==> src/pcg_pkg.sv <==
// constants, types and helpers for peripheral clock gating
package pcg_pkg;

    localparam int NUM_UNITS = 7;
    typedef logic [NUM_UNITS-1:0] pcg_units_t;

    // register offsets
    localparam logic [11:0] RUN_OFS    = 12'h104;
    localparam logic [11:0] SLEEP_OFS  = 12'h114;
    localparam logic [11:0] AUTO_OFS   = 12'h1F0;
    localparam logic [11:0] STATUS_OFS = 12'h1F4;

    // unit index in the packed enable vector
    localparam int U_UART = 0;
    localparam int U_SSI  = 1;
    localparam int U_I2C  = 2;
    localparam int U_T0   = 3;
    localparam int U_T1   = 4;
    localparam int U_T2   = 5;
    localparam int U_CMP  = 6;

    // bit positions within a gating word
    localparam int UNIT_POS [NUM_UNITS] = '{0, 4, 12, 16, 17, 18, 24};

    localparam logic [31:0] WORD_RST   = 32'h0000_0000;
    localparam logic [31:0] VALID_MASK = 32'h0107_1011;
    localparam pcg_units_t  UNITS_RST  = 7'h00;
    localparam logic [31:0] DATA_ZERO  = 32'h0000_0000;
    localparam int          AUTO_BIT   = 0;
    localparam int          STAT_MODE_LSB = 8;

    typedef enum logic [2:0] {
        PCG_RUN   = 3'b001,
        PCG_SLEEP = 3'b010,
        PCG_DEEP  = 3'b100
    } pcg_mode_e;

    function automatic pcg_units_t word_to_units(input logic [31:0] w);
        pcg_units_t u;
        u = UNITS_RST;
        for (int i = 0; i < NUM_UNITS; i++)
            u[i] = w[UNIT_POS[i]];
        return u;
    endfunction : word_to_units

    function automatic logic [31:0] units_to_word(input pcg_units_t u);
        logic [31:0] w;
        w = WORD_RST;
        for (int i = 0; i < NUM_UNITS; i++)
            w[UNIT_POS[i]] = u[i];
        return w;
    endfunction : units_to_word

endpackage : pcg_pkg

==> src/pcg_gate_if.sv <==
// gating words from the register file and the deep sleep word input to the mode selector
`timescale 1ns/1ps
interface pcg_gate_if;
    pcg_pkg::pcg_units_t run_units;
    pcg_pkg::pcg_units_t sleep_units;
    pcg_pkg::pcg_units_t deep_units;
    logic                auto_gate;
    logic                sleep_req;
    logic                deep_req;
    pcg_pkg::pcg_units_t active_units;
    pcg_pkg::pcg_mode_e  mode;

    modport ctrl (
        output run_units, sleep_units, deep_units,
        output auto_gate, sleep_req, deep_req,
        input  active_units, mode
    );
    modport sel (
        input  run_units, sleep_units, deep_units,
        input  auto_gate, sleep_req, deep_req,
        output active_units, mode
    );
endinterface : pcg_gate_if

==> src/pcg_gate_sel.sv <==
// power mode tracking and selection of the active gating word
`timescale 1ns/1ps
module pcg_gate_sel (
    input  wire logic clk_i,
    input  wire logic rst_b_i,
    pcg_gate_if.sel   g
);

    pcg_pkg::pcg_mode_e  mode_reg;
    pcg_pkg::pcg_mode_e  mode_next;
    pcg_pkg::pcg_units_t active_reg;
    pcg_pkg::pcg_units_t active_next;

    always_comb
    begin
        if (g.deep_req)
            mode_next = pcg_pkg::PCG_DEEP;
        else if (g.sleep_req)
            mode_next = pcg_pkg::PCG_SLEEP;
        else
            mode_next = pcg_pkg::PCG_RUN;
    end

    always_ff @(posedge clk_i)
    begin
        if (!rst_b_i)
            mode_reg <= pcg_pkg::PCG_RUN;
        else
            mode_reg <= mode_next;
    end

    // word choice per mode; run word unless automatic gating in sleep or deep sleep
    always_comb
    begin
        case (mode_reg)
            pcg_pkg::PCG_SLEEP:
                active_next = g.auto_gate ? g.sleep_units
                                          : g.run_units;
            pcg_pkg::PCG_DEEP:
                active_next = g.auto_gate ? g.deep_units
                                          : g.run_units;
            default:
                active_next = g.run_units;
        endcase
    end

    // registered enables switch only on clock edges, glitch-free
    always_ff @(posedge clk_i)
    begin
        if (!rst_b_i)
            active_reg <= pcg_pkg::UNITS_RST;
        else
            active_reg <= active_next;
    end

    assign g.active_units = active_reg;
    assign g.mode         = mode_reg;

endmodule : pcg_gate_sel

==> src/pcg_top.sv <==
// peripheral clock gating registers, bus slave and access faulting
`timescale 1ns/1ps

module pcg_top (
    input  wire logic        clk_i,
    input  wire logic        rst_b_i,
    input  wire logic        wb_cyc_i,
    input  wire logic        wb_stb_i,
    input  wire logic        wb_we_i,
    input  wire logic [11:0] wb_adr_i,
    input  wire logic [3:0]  wb_sel_i,
    input  wire logic [31:0] wb_dat_i,
    output logic      [31:0] wb_dat_o,
    output logic             wb_ack_o,
    output logic             wb_err_o,
    input  wire logic        sleep_i,
    input  wire logic        deep_sleep_i,
    input  wire logic [31:0] deep_sleep_gate_word_i,
    input  wire logic [6:0]  periph_sel_i,
    output logic      [6:0]  periph_grant_o,
    output logic             bus_fault_o,
    output logic      [6:0]  unit_clk_en_o
);

    ////////////////////////////////////////////////////////////////////
    // declarations

    pcg_gate_if g ();

    pcg_pkg::pcg_units_t run_units_reg;
    pcg_pkg::pcg_units_t sleep_units_reg;
    logic                auto_gate_reg;
    logic [31:0]         dat_reg;
    logic [31:0]         dat_next;
    logic                ack_reg;
    logic                err_reg;
    logic                req_new;
    logic                hit_run;
    logic                hit_sleep;
    logic                hit_auto;
    logic                hit_stat;
    logic                mapped;
    logic [31:0]         wmask;
    logic                sleep_meta_reg;
    logic                sleep_sync_reg;
    logic                deep_meta_reg;
    logic                deep_sync_reg;
    logic [6:0]          grant_reg;
    logic                fault_reg;

    function automatic logic [31:0] lane_mask(input logic [3:0] sel);
        logic [31:0] m;
        m = pcg_pkg::DATA_ZERO;
        for (int b = 0; b < 4; b++)
            m[b*8 +: 8] = {8{sel[b]}};
        return m;
    endfunction : lane_mask

    function automatic pcg_pkg::pcg_units_t merge_units(
        input pcg_pkg::pcg_units_t old_u,
        input logic [31:0]         wdata,
        input logic [31:0]         mask
    );
        logic [31:0] w;
        w = (pcg_pkg::units_to_word(old_u) & ~mask) | (wdata & mask);
        return pcg_pkg::word_to_units(w);
    endfunction : merge_units

    ////////////////////////////////////////////////////////////////////
    // power mode inputs come from another domain

    always_ff @(posedge clk_i)
    begin
        if (!rst_b_i)
        begin
            sleep_meta_reg <= 1'b0;
            sleep_sync_reg <= 1'b0;
            deep_meta_reg  <= 1'b0;
            deep_sync_reg  <= 1'b0;
        end
        else
        begin
            sleep_meta_reg <= sleep_i;
            sleep_sync_reg <= sleep_meta_reg;
            deep_meta_reg  <= deep_sleep_i;
            deep_sync_reg  <= deep_meta_reg;
        end
    end

    ////////////////////////////////////////////////////////////////////
    // wishbone decode

    assign req_new   = wb_cyc_i && wb_stb_i && !ack_reg && !err_reg;
    assign wmask     = lane_mask(wb_sel_i);

    always_comb
    begin
        hit_run   = 1'b0;
        hit_sleep = 1'b0;
        hit_auto  = 1'b0;
        hit_stat  = 1'b0;
        if (wb_adr_i == pcg_pkg::RUN_OFS)
            hit_run = 1'b1;
        else if (wb_adr_i == pcg_pkg::SLEEP_OFS)
            hit_sleep = 1'b1;
        else if (wb_adr_i == pcg_pkg::AUTO_OFS)
            hit_auto = 1'b1;
        else if (wb_adr_i == pcg_pkg::STATUS_OFS)
            hit_stat = 1'b1;
    end

    assign mapped = hit_run || hit_sleep || hit_auto || hit_stat;

    // unused bits read as zero by construction of the word
    always_comb
    begin
        dat_next = pcg_pkg::DATA_ZERO;
        if (hit_run)
            dat_next = pcg_pkg::units_to_word(run_units_reg);
        else if (hit_sleep)
            dat_next = pcg_pkg::units_to_word(sleep_units_reg);
        else if (hit_auto)
            dat_next[pcg_pkg::AUTO_BIT] = auto_gate_reg;
        else if (hit_stat)
        begin
            dat_next[pcg_pkg::NUM_UNITS-1:0] = g.active_units;
            dat_next[pcg_pkg::STAT_MODE_LSB +: 3] = g.mode;
        end
    end

    ////////////////////////////////////////////////////////////////////
    // bus handshake: one wait state, ack or err for one cycle

    always_ff @(posedge clk_i)
    begin
        if (!rst_b_i)
        begin
            ack_reg <= 1'b0;
            err_reg <= 1'b0;
        end
        else
        begin
            ack_reg <= req_new && mapped;
            err_reg <= req_new && !mapped;
        end
    end

    always_ff @(posedge clk_i)
    begin
        if (!rst_b_i)
            dat_reg <= pcg_pkg::DATA_ZERO;
        else if (req_new && !wb_we_i)
            dat_reg <= dat_next;
        else
            dat_reg <= pcg_pkg::DATA_ZERO;
    end

    ////////////////////////////////////////////////////////////////////
    // gating word storage

    always_ff @(posedge clk_i)
    begin
        if (!rst_b_i)
            run_units_reg <= pcg_pkg::UNITS_RST;
        else if (req_new && wb_we_i && hit_run)
            run_units_reg <= merge_units(run_units_reg, wb_dat_i,
                                         wmask);
    end

    always_ff @(posedge clk_i)
    begin
        if (!rst_b_i)
            sleep_units_reg <= pcg_pkg::UNITS_RST;
        else if (req_new && wb_we_i && hit_sleep)
            sleep_units_reg <= merge_units(sleep_units_reg, wb_dat_i,
                                           wmask);
    end

    always_ff @(posedge clk_i)
    begin
        if (!rst_b_i)
            auto_gate_reg <= 1'b0;
        else if (req_new && wb_we_i && hit_auto && wb_sel_i[0])
            auto_gate_reg <= wb_dat_i[pcg_pkg::AUTO_BIT];
    end

    ////////////////////////////////////////////////////////////////////
    // mode selector

    assign g.run_units   = run_units_reg;
    assign g.sleep_units = sleep_units_reg;
    assign g.deep_units  = pcg_pkg::word_to_units(deep_sleep_gate_word_i);
    assign g.auto_gate   = auto_gate_reg;
    assign g.sleep_req   = sleep_sync_reg;
    assign g.deep_req    = deep_sync_reg;

    pcg_gate_sel u_sel (
        .clk_i   (clk_i),
        .rst_b_i (rst_b_i),
        .g       (g.sel)
    );

    ////////////////////////////////////////////////////////////////////
    // peripheral access: pass when clocked, fault when gated

    always_ff @(posedge clk_i)
    begin
        if (!rst_b_i)
        begin
            grant_reg <= pcg_pkg::UNITS_RST;
            fault_reg <= 1'b0;
        end
        else
        begin
            grant_reg <= periph_sel_i & g.active_units;
            fault_reg <= |(periph_sel_i & ~g.active_units);
        end
    end

    assign wb_dat_o       = dat_reg;
    assign wb_ack_o       = ack_reg;
    assign wb_err_o       = err_reg;
    assign periph_grant_o = grant_reg;
    assign bus_fault_o    = fault_reg;
    assign unit_clk_en_o  = g.active_units;
endmodule : pcg_top

==> config.mk <==
export PLATFORM = sky130hd
export DESIGN_NAME = pcg_top
export DESIGN_NICKNAME = d
export VERILOG_FILES = /design/src/pcg_pkg.sv /design/src/pcg_gate_if.sv /design/src/pcg_gate_sel.sv /design/src/pcg_top.sv
export SDC_FILE = /design/constraint.sdc
export NUM_CORES = 1
export LEC_CHECK = 0
export BUFFER_PORTS_ARGS = -buffer_cell sky130_fd_sc_hd__buf_2
export CORE_AREA = 2 2 73 75
export CTS_BUF_LIST = sky130_fd_sc_hd__clkbuf_8 sky130_fd_sc_hd__clkbuf_16
export CTS_CLUSTER_SIZE = 8
export DETAILED_ROUTE_END_ITERATION = 16
export DIE_AREA = 0 0 75 77
export HOLD_SLACK_MARGIN = 0.1
export PLACE_DENSITY = 0.8
export SLEW_MARGIN = 20
export SYNTH_ARGS = -nofsm -noshare
export SYNTH_HDL_FRONTEND = slang
export SYNTH_SLANG_ARGS = --single-unit
==> constraint.sdc <==
create_clock -name clk_i -period 2.6 [get_ports clk_i]
set_input_delay 0.39 -clock clk_i [delete_from_list [all_inputs] [get_ports clk_i]]
set_output_delay 0.39 -clock clk_i [all_outputs]
set_load 0.05 [all_outputs]
* Word-level counts from Yosys, hierarchy flattened *
Index checks and enable logic that the tools add are counted.

storage, ports and cells
  flip-flop bits (word level) = 71
  bits of input ports = 94
  output and inout port bits = 49
  word-level logic and storage cells = 82

cells by class
  equality and inequality tests = 6
  multiplexer cells = 24
  bitwise operators = 12
  reduce and logical (&&, ||, !) cells = 23

operators with widths
  kind                                                  count
  bitwise AND 25 bit                                    3
  bitwise OR 25 bit                                     2
  equality test 12 x 9 -> 1 bit, second input constant  4
  2-to-1 mux 7 bit                                      4
  2-to-1 mux 25 bit                                     1
  NOT 25 bit                                            1
  bitwise AND 7 bit                                     2
  2-to-1 mux 14 bit                                     1
  one-hot mux 7 bit (2 select lines)                    1
  2-to-1 mux 3 bit                                      4
  logical AND 1 bit                                     11
  2-to-1 mux 1 bit                                      11
  NOT 7 bit                                             1
  OR reduction 7 bit                                    1
  2-to-1 mux 6 bit                                      1
  OR reduction 6 bit                                    1
  logical NOT 1 bit                                     4
  equality test 3 x 2 -> 1 bit, second input constant   1
  equality test 3 bit, second input constant            1
  logical OR 1 bit                                      3
  NOT 1 bit                                             3
  OR reduction 3 bit                                    1
  2-to-1 mux 2 bit                                      1
  AND reduction 2 bit                                   1
  OR reduction 2 bit                                    1

* Logic depth before layout (Yosys ltp) *
  depth in word-level cells = 9
  gate-level depth with buffers = 5
  mapped depth without buffers = 4

* Cells and area by module *
A second synthesis with hierarchy kept.

unflattened totals
  cells, all modules = 250
  area total of the unflattened synthesis = 2409.8 µm²

modules (own cells, without submodules)
  module        instances  cells an instance  area an instance (µm²)  sequential area each (µm²)
  pcg_top       1          194                1831.8                  880.8
  pcg_gate_sel  1          56                 578.1                   200.2

* Least setup slack after synthesis *
Ideal clock, no wire load.

  kind = register -> register
  start = register ack_reg (netlist: wb_ack_o)
  end = register dat_reg[5] (netlist: wb_dat_o[5])
  library setup time = 0.061 ns
  data arrival time = 1.639 ns
  data required time = 2.539 ns
  setup slack = 0.900 ns
  cell stages (with the launch flop) = 6
  buffers on the path = 1
  period minus slack after synthesis = 1.700 ns
  cells stage by stage = dfxtp_1 -> nor4bb_1 -> clkbuf_1 -> nand3b_1 -> and2b_1 -> and2_1

on the way
  cells in the longest elaborated chain, start to end = 6

ends and longest elaborated chain
  item                                 line            RTL
  start, declared                      pcg_top.sv:35   logic ack_reg;
  start signal, assigned               pcg_top.sv:143  ack_reg <= req_new && mapped;
  logical NOT 1 bit                    pcg_top.sv:93   assign req_new = wb_cyc_i && wb_stb_i && !ack_reg && !err_reg;
  logical AND 1 bit (2 in a row)       pcg_top.sv:93
  logical AND 1 bit                    pcg_top.sv:152  else if (req_new && !wb_we_i)
  NOT 1 bit (no source line)           -
  OR reduction 6 bit (no source line)  -
  end signal, assigned                 pcg_top.sv:151  dat_reg <= pcg_pkg::DATA_ZERO;
  end signal, assigned                 pcg_top.sv:153  dat_reg <= dat_next;
  end signal, assigned                 pcg_top.sv:155  dat_reg <= pcg_pkg::DATA_ZERO;
  end, declared                        pcg_top.sv:33   logic [31:0] dat_reg;

Every way passes these cells.
A chain may end at the register's enable or synchronous reset.

* Worst setup path in the final report *
  start = register u_sel.mode_reg[1] (netlist: u_sel.g.mode[1])
  end = register u_sel.active_reg[5] (netlist: u_sel.g.active_units[5])

on the way
  cells in the longest elaborated chain, start to end = 2
  elaborated cells on any way between the ends = 3
  classes of those cells = 2 x eq/ne; 1 x mux

ends and longest elaborated chain
  item                                                                 line                RTL
  start, declared                                                      pcg_gate_sel.sv:9   pcg_pkg::pcg_mode_e mode_reg;
  start signal, assigned                                               pcg_gate_sel.sv:27  mode_reg <= pcg_pkg::PCG_RUN;
  start signal, assigned                                               pcg_gate_sel.sv:29  mode_reg <= mode_next;
  equality test 3 bit or equality test 3 x 2 -> 1 bit (tied branches)  pcg_gate_sel.sv:35  case (mode_reg)
  one-hot mux 7 bit (2 select lines) (*)                               pcg_gate_sel.sv:35
  end signal, assigned                                                 pcg_gate_sel.sv:51  active_reg <= pcg_pkg::UNITS_RST;
  end signal, assigned                                                 pcg_gate_sel.sv:53  active_reg <= active_next;
  end, declared                                                        pcg_gate_sel.sv:11  pcg_pkg::pcg_units_t active_reg;

Mark *: on every way between the ends. The rest lies on a longest branch, timed or not.

==> impl_metrics.tcl <==
set metrics [dict create \
    outcome "complete, no violations" \
    min_period_ns 1.83 \
    gr-usage-met3_pct 5.12 \
    core-area_mm2 0.00498 \
    dieArea_mm2 0.00578 \
    port_buffers 75 \
    hold_path_class "input pin to flop" \
    setup_viol 0 \
    grt_remaining_overflow 0 \
    reg2reg_from "u_sel.g.mode[1]$_SDFF_PP0_" \
    drt.antenna.violating_nets 0 \
    cellLeakagePower_nw 1.20 \
    synth.cells.most_frequent "dfxtp_1 (54), nand2_1 (19), buf_4 (17), and2_1 (13), mux2i_1 (12)" \
    gr-usage-met2_pct 28.7 \
    crit_slowest_cell "nor3b_1" \
    clockBufferDepth 2 \
    htreeDepth 2 \
    num_vias 1900 \
    cts_inserted_buffers 5 \
    rsz0062_at_grt "no" \
    wl_per_cell_um 13.3 \
    ys_seq_area_share_pct 49.4 \
    grt_pass1_vias 1817 \
    dp_cells 364 \
    routabilityCongestion 0.874 \
    drive_gt1_share_pct 30.2 \
    critPathKind "flop to flop" \
    path_clk_slew_ns 0.09 \
    final_util_pct 53.9 \
    clk_latency_ns 0.31 \
    yosysWarnings 0 \
    worst-slew-pin-transition_ns 0.857 \
    layout.nets 395 \
    grt_max_degree 47 \
    synth-compound-area-share_pct 14.0 \
    synth_ff_type "dfxtp_1" \
    crit_family "simple AND/OR/NAND/NOR gates" \
    synth_top_cells_by_area "dfxtp_1 (49%), buf_4 (5.8%), mux2i_1 (5.5%)" \
    worstHoldStart "deep_sleep_i" \
    antennaDiodeCount 0 \
    post_cts_resized 0 \
    critical_path_buf_inv_count 0 \
    synth.most_common_cell "dfxtp_1" \
    hold_ws_ns 0.285 \
    antenna_found_initial 0 \
    finalHoldViolCount 0 \
    routed_wl_um 4920 \
    muxShareOfSynthArea_pct 5.49 \
    ys_ff_latch 54 \
    fin_crit_sh_pct 70.5 \
    crit_arrival_ns 2.07 \
    synth_simple_gate_area_share_pct 22.0 \
    postCtsSetupRepairBufs 0 \
    worst_setup_path_start_kind "flop" \
    syn_to_final_growth_pct 22.6 \
    fp.dieW_um 75 \
    drv_cap 0 \
    num_rows 26 \
    relSlewSlack_pct 42.7 \
    drc 0 \
    fin_setup_tns_ns 0 \
    grt_usage_pct 17.7 \
    peakVddDrop_v 0.000209 \
    path_cells "nor2_1 > nor3b_1 > o221ai_1 > a21oi_1" \
    top_usage_layer "met2" \
    fin_skew_ns 0.00534 \
    p_per_area_mw_per_mm2 563 \
    cts_tree "yes" \
    synth_edf_count 0 \
    maxSlewViolCount 0 \
    ioPinCount 143 \
    synth_top_area_share_pct 49.4 \
    ff2ff_setup_slack_ns 0.77 \
    synth_top_family_by_area "simple AND/OR/NAND/NOR gates" \
    end_kind "flop" \
    dpl.hpwl_um 3650 \
    cts_root_buf "clkbuf_8" \
    syn_area_mm2 0.00219 \
    syn_area_per_cell_um2 9.73 \
    crit_fanout 10 \
    synth_fa_ha_area_share_pct 0 \
    cts_sinks 54 \
    grt_pass1_wl_um 7960 \
    synthArstFlopShare_pct 0 \
    cpPeakStageDelay_ns 0.71 \
    timing.fmax_mhz 546 \
    worstPathRequired_ns 2.84 \
    ys_types 39 \
    met1_usage_pct 21.4 \
    postCtsHoldBufs 0 \
    crit_path_start "u_sel.g.mode[1]$_SDFF_PP0_" \
    firstDrtPassIters 4 \
    initial_core_util_pct 44.0 \
    synth_xor_xnor_area_share_pct 0 \
    vias_per_cell 5.12 \
    fin_cells 371 \
    postSynthCellCount 225 \
    fp.dieH_um 77 \
    drtIter0Drc 190 \
    synth_top_area_cell "dfxtp_1" \
]
[layer usage]
layer  vias to the layer above  share of wire [%]
met3                        15                 12
met4                         0                2.3
li1                        924                  -
met5                         -                  0
met1                       853                 39
met2                       108                 46
[kinds of logic after synthesis]
kind of cell	Yosys count
other	1
multiplexers	12
AO/OA/AOI/OAI	44
buffers and inverters	35
AND/OR/NAND/NOR	79
flip-flops	54
[per-stage QoR]
| stage | area [µm²] | power [mW] | setup WS (ns) |
|---|---|---|---|
| 2_1_floorplan | 2250 | 0.967 | 0.900 |
| 3_3_place_gp | 2570 | 0.993 | 0.619 |
| 3_5_place_dp | 2570 | 0.995 | 0.606 |
| 4_1_cts | 2680 | 1.52 | 0.825 |
| 5_1_grt | 2680 | 1.57 | 0.574 |
| 6_report | 2680 | 1.51 | 0.767 |
[power by group]
group / total [mW] / switching, mW / leakage [nW] / internal, mW
registers: 0.835 / 0.00317 / 0.436 / 0.832
logic: 0.141 / 0.103 / 0.706 / 0.0387
clock network: 0.534 / 0.251 / 0.0542 / 0.283
total: 1.51 / 0.357 / 1.20 / 1.15
[placed cells by master, fill, tap and decap left out, drive strengths merged]
master / instances
or3: 2
and2b: 1
conb: 17
and2: 13
nor4: 5
dfxtp: 54
a222oi: 1
a221oi: 2
o31ai: 4
or3b: 1
bufinv: 1
clkbuf: 5
or4b: 2
nand3b: 2
a22oi: 5
o221ai: 7
buf: 78
mux2i: 12
clkinv: 2
nor3: 1
inv: 9
nor2: 11
o22ai: 8
a21boi: 1
and3b: 1
a21oi: 9
o211ai: 5
nand2: 19
or4: 1
nor3b: 2
nand2b: 1
o21ai: 2
nand4: 3
and3: 8
nand3: 4
nor4b: 1
nor4bb: 1
[worst register-to-register path, cell delays in order, from the launching register on]
cell and delay [ns]:
dfxtp_1 0.55, nor2_1 0.09, nor3b_1 0.71, o221ai_1 0.25, a21oi_1 0.16
[final cells by class]
cell class | count | area [µm²]
multi-input cells | 152 | 971
well taps | 70 | 87.6
clock inverters | 2 | 38.8
flip-flops and latches | 54 | 1080
fillers | 499 | 2290
inverters | 10 | 37.5
clock buffers | 5 | 68.8
repair buffers | 78 | 398
[worst paths after layout]
kind | to | cells past startpoint
setup / recovery | u_sel.g.active_units[5]$_SDFF_PN0_ | 4
hold / removal | deep_meta_reg$_SDFF_PN0_ | 2
setup reg to reg | u_sel.g.active_units[5]$_SDFF_PN0_ | 4
hold reg to reg | deep_sync_reg$_SDFF_PN0_ | 1
No activity file was read; power rests on OpenSTA's default activity.
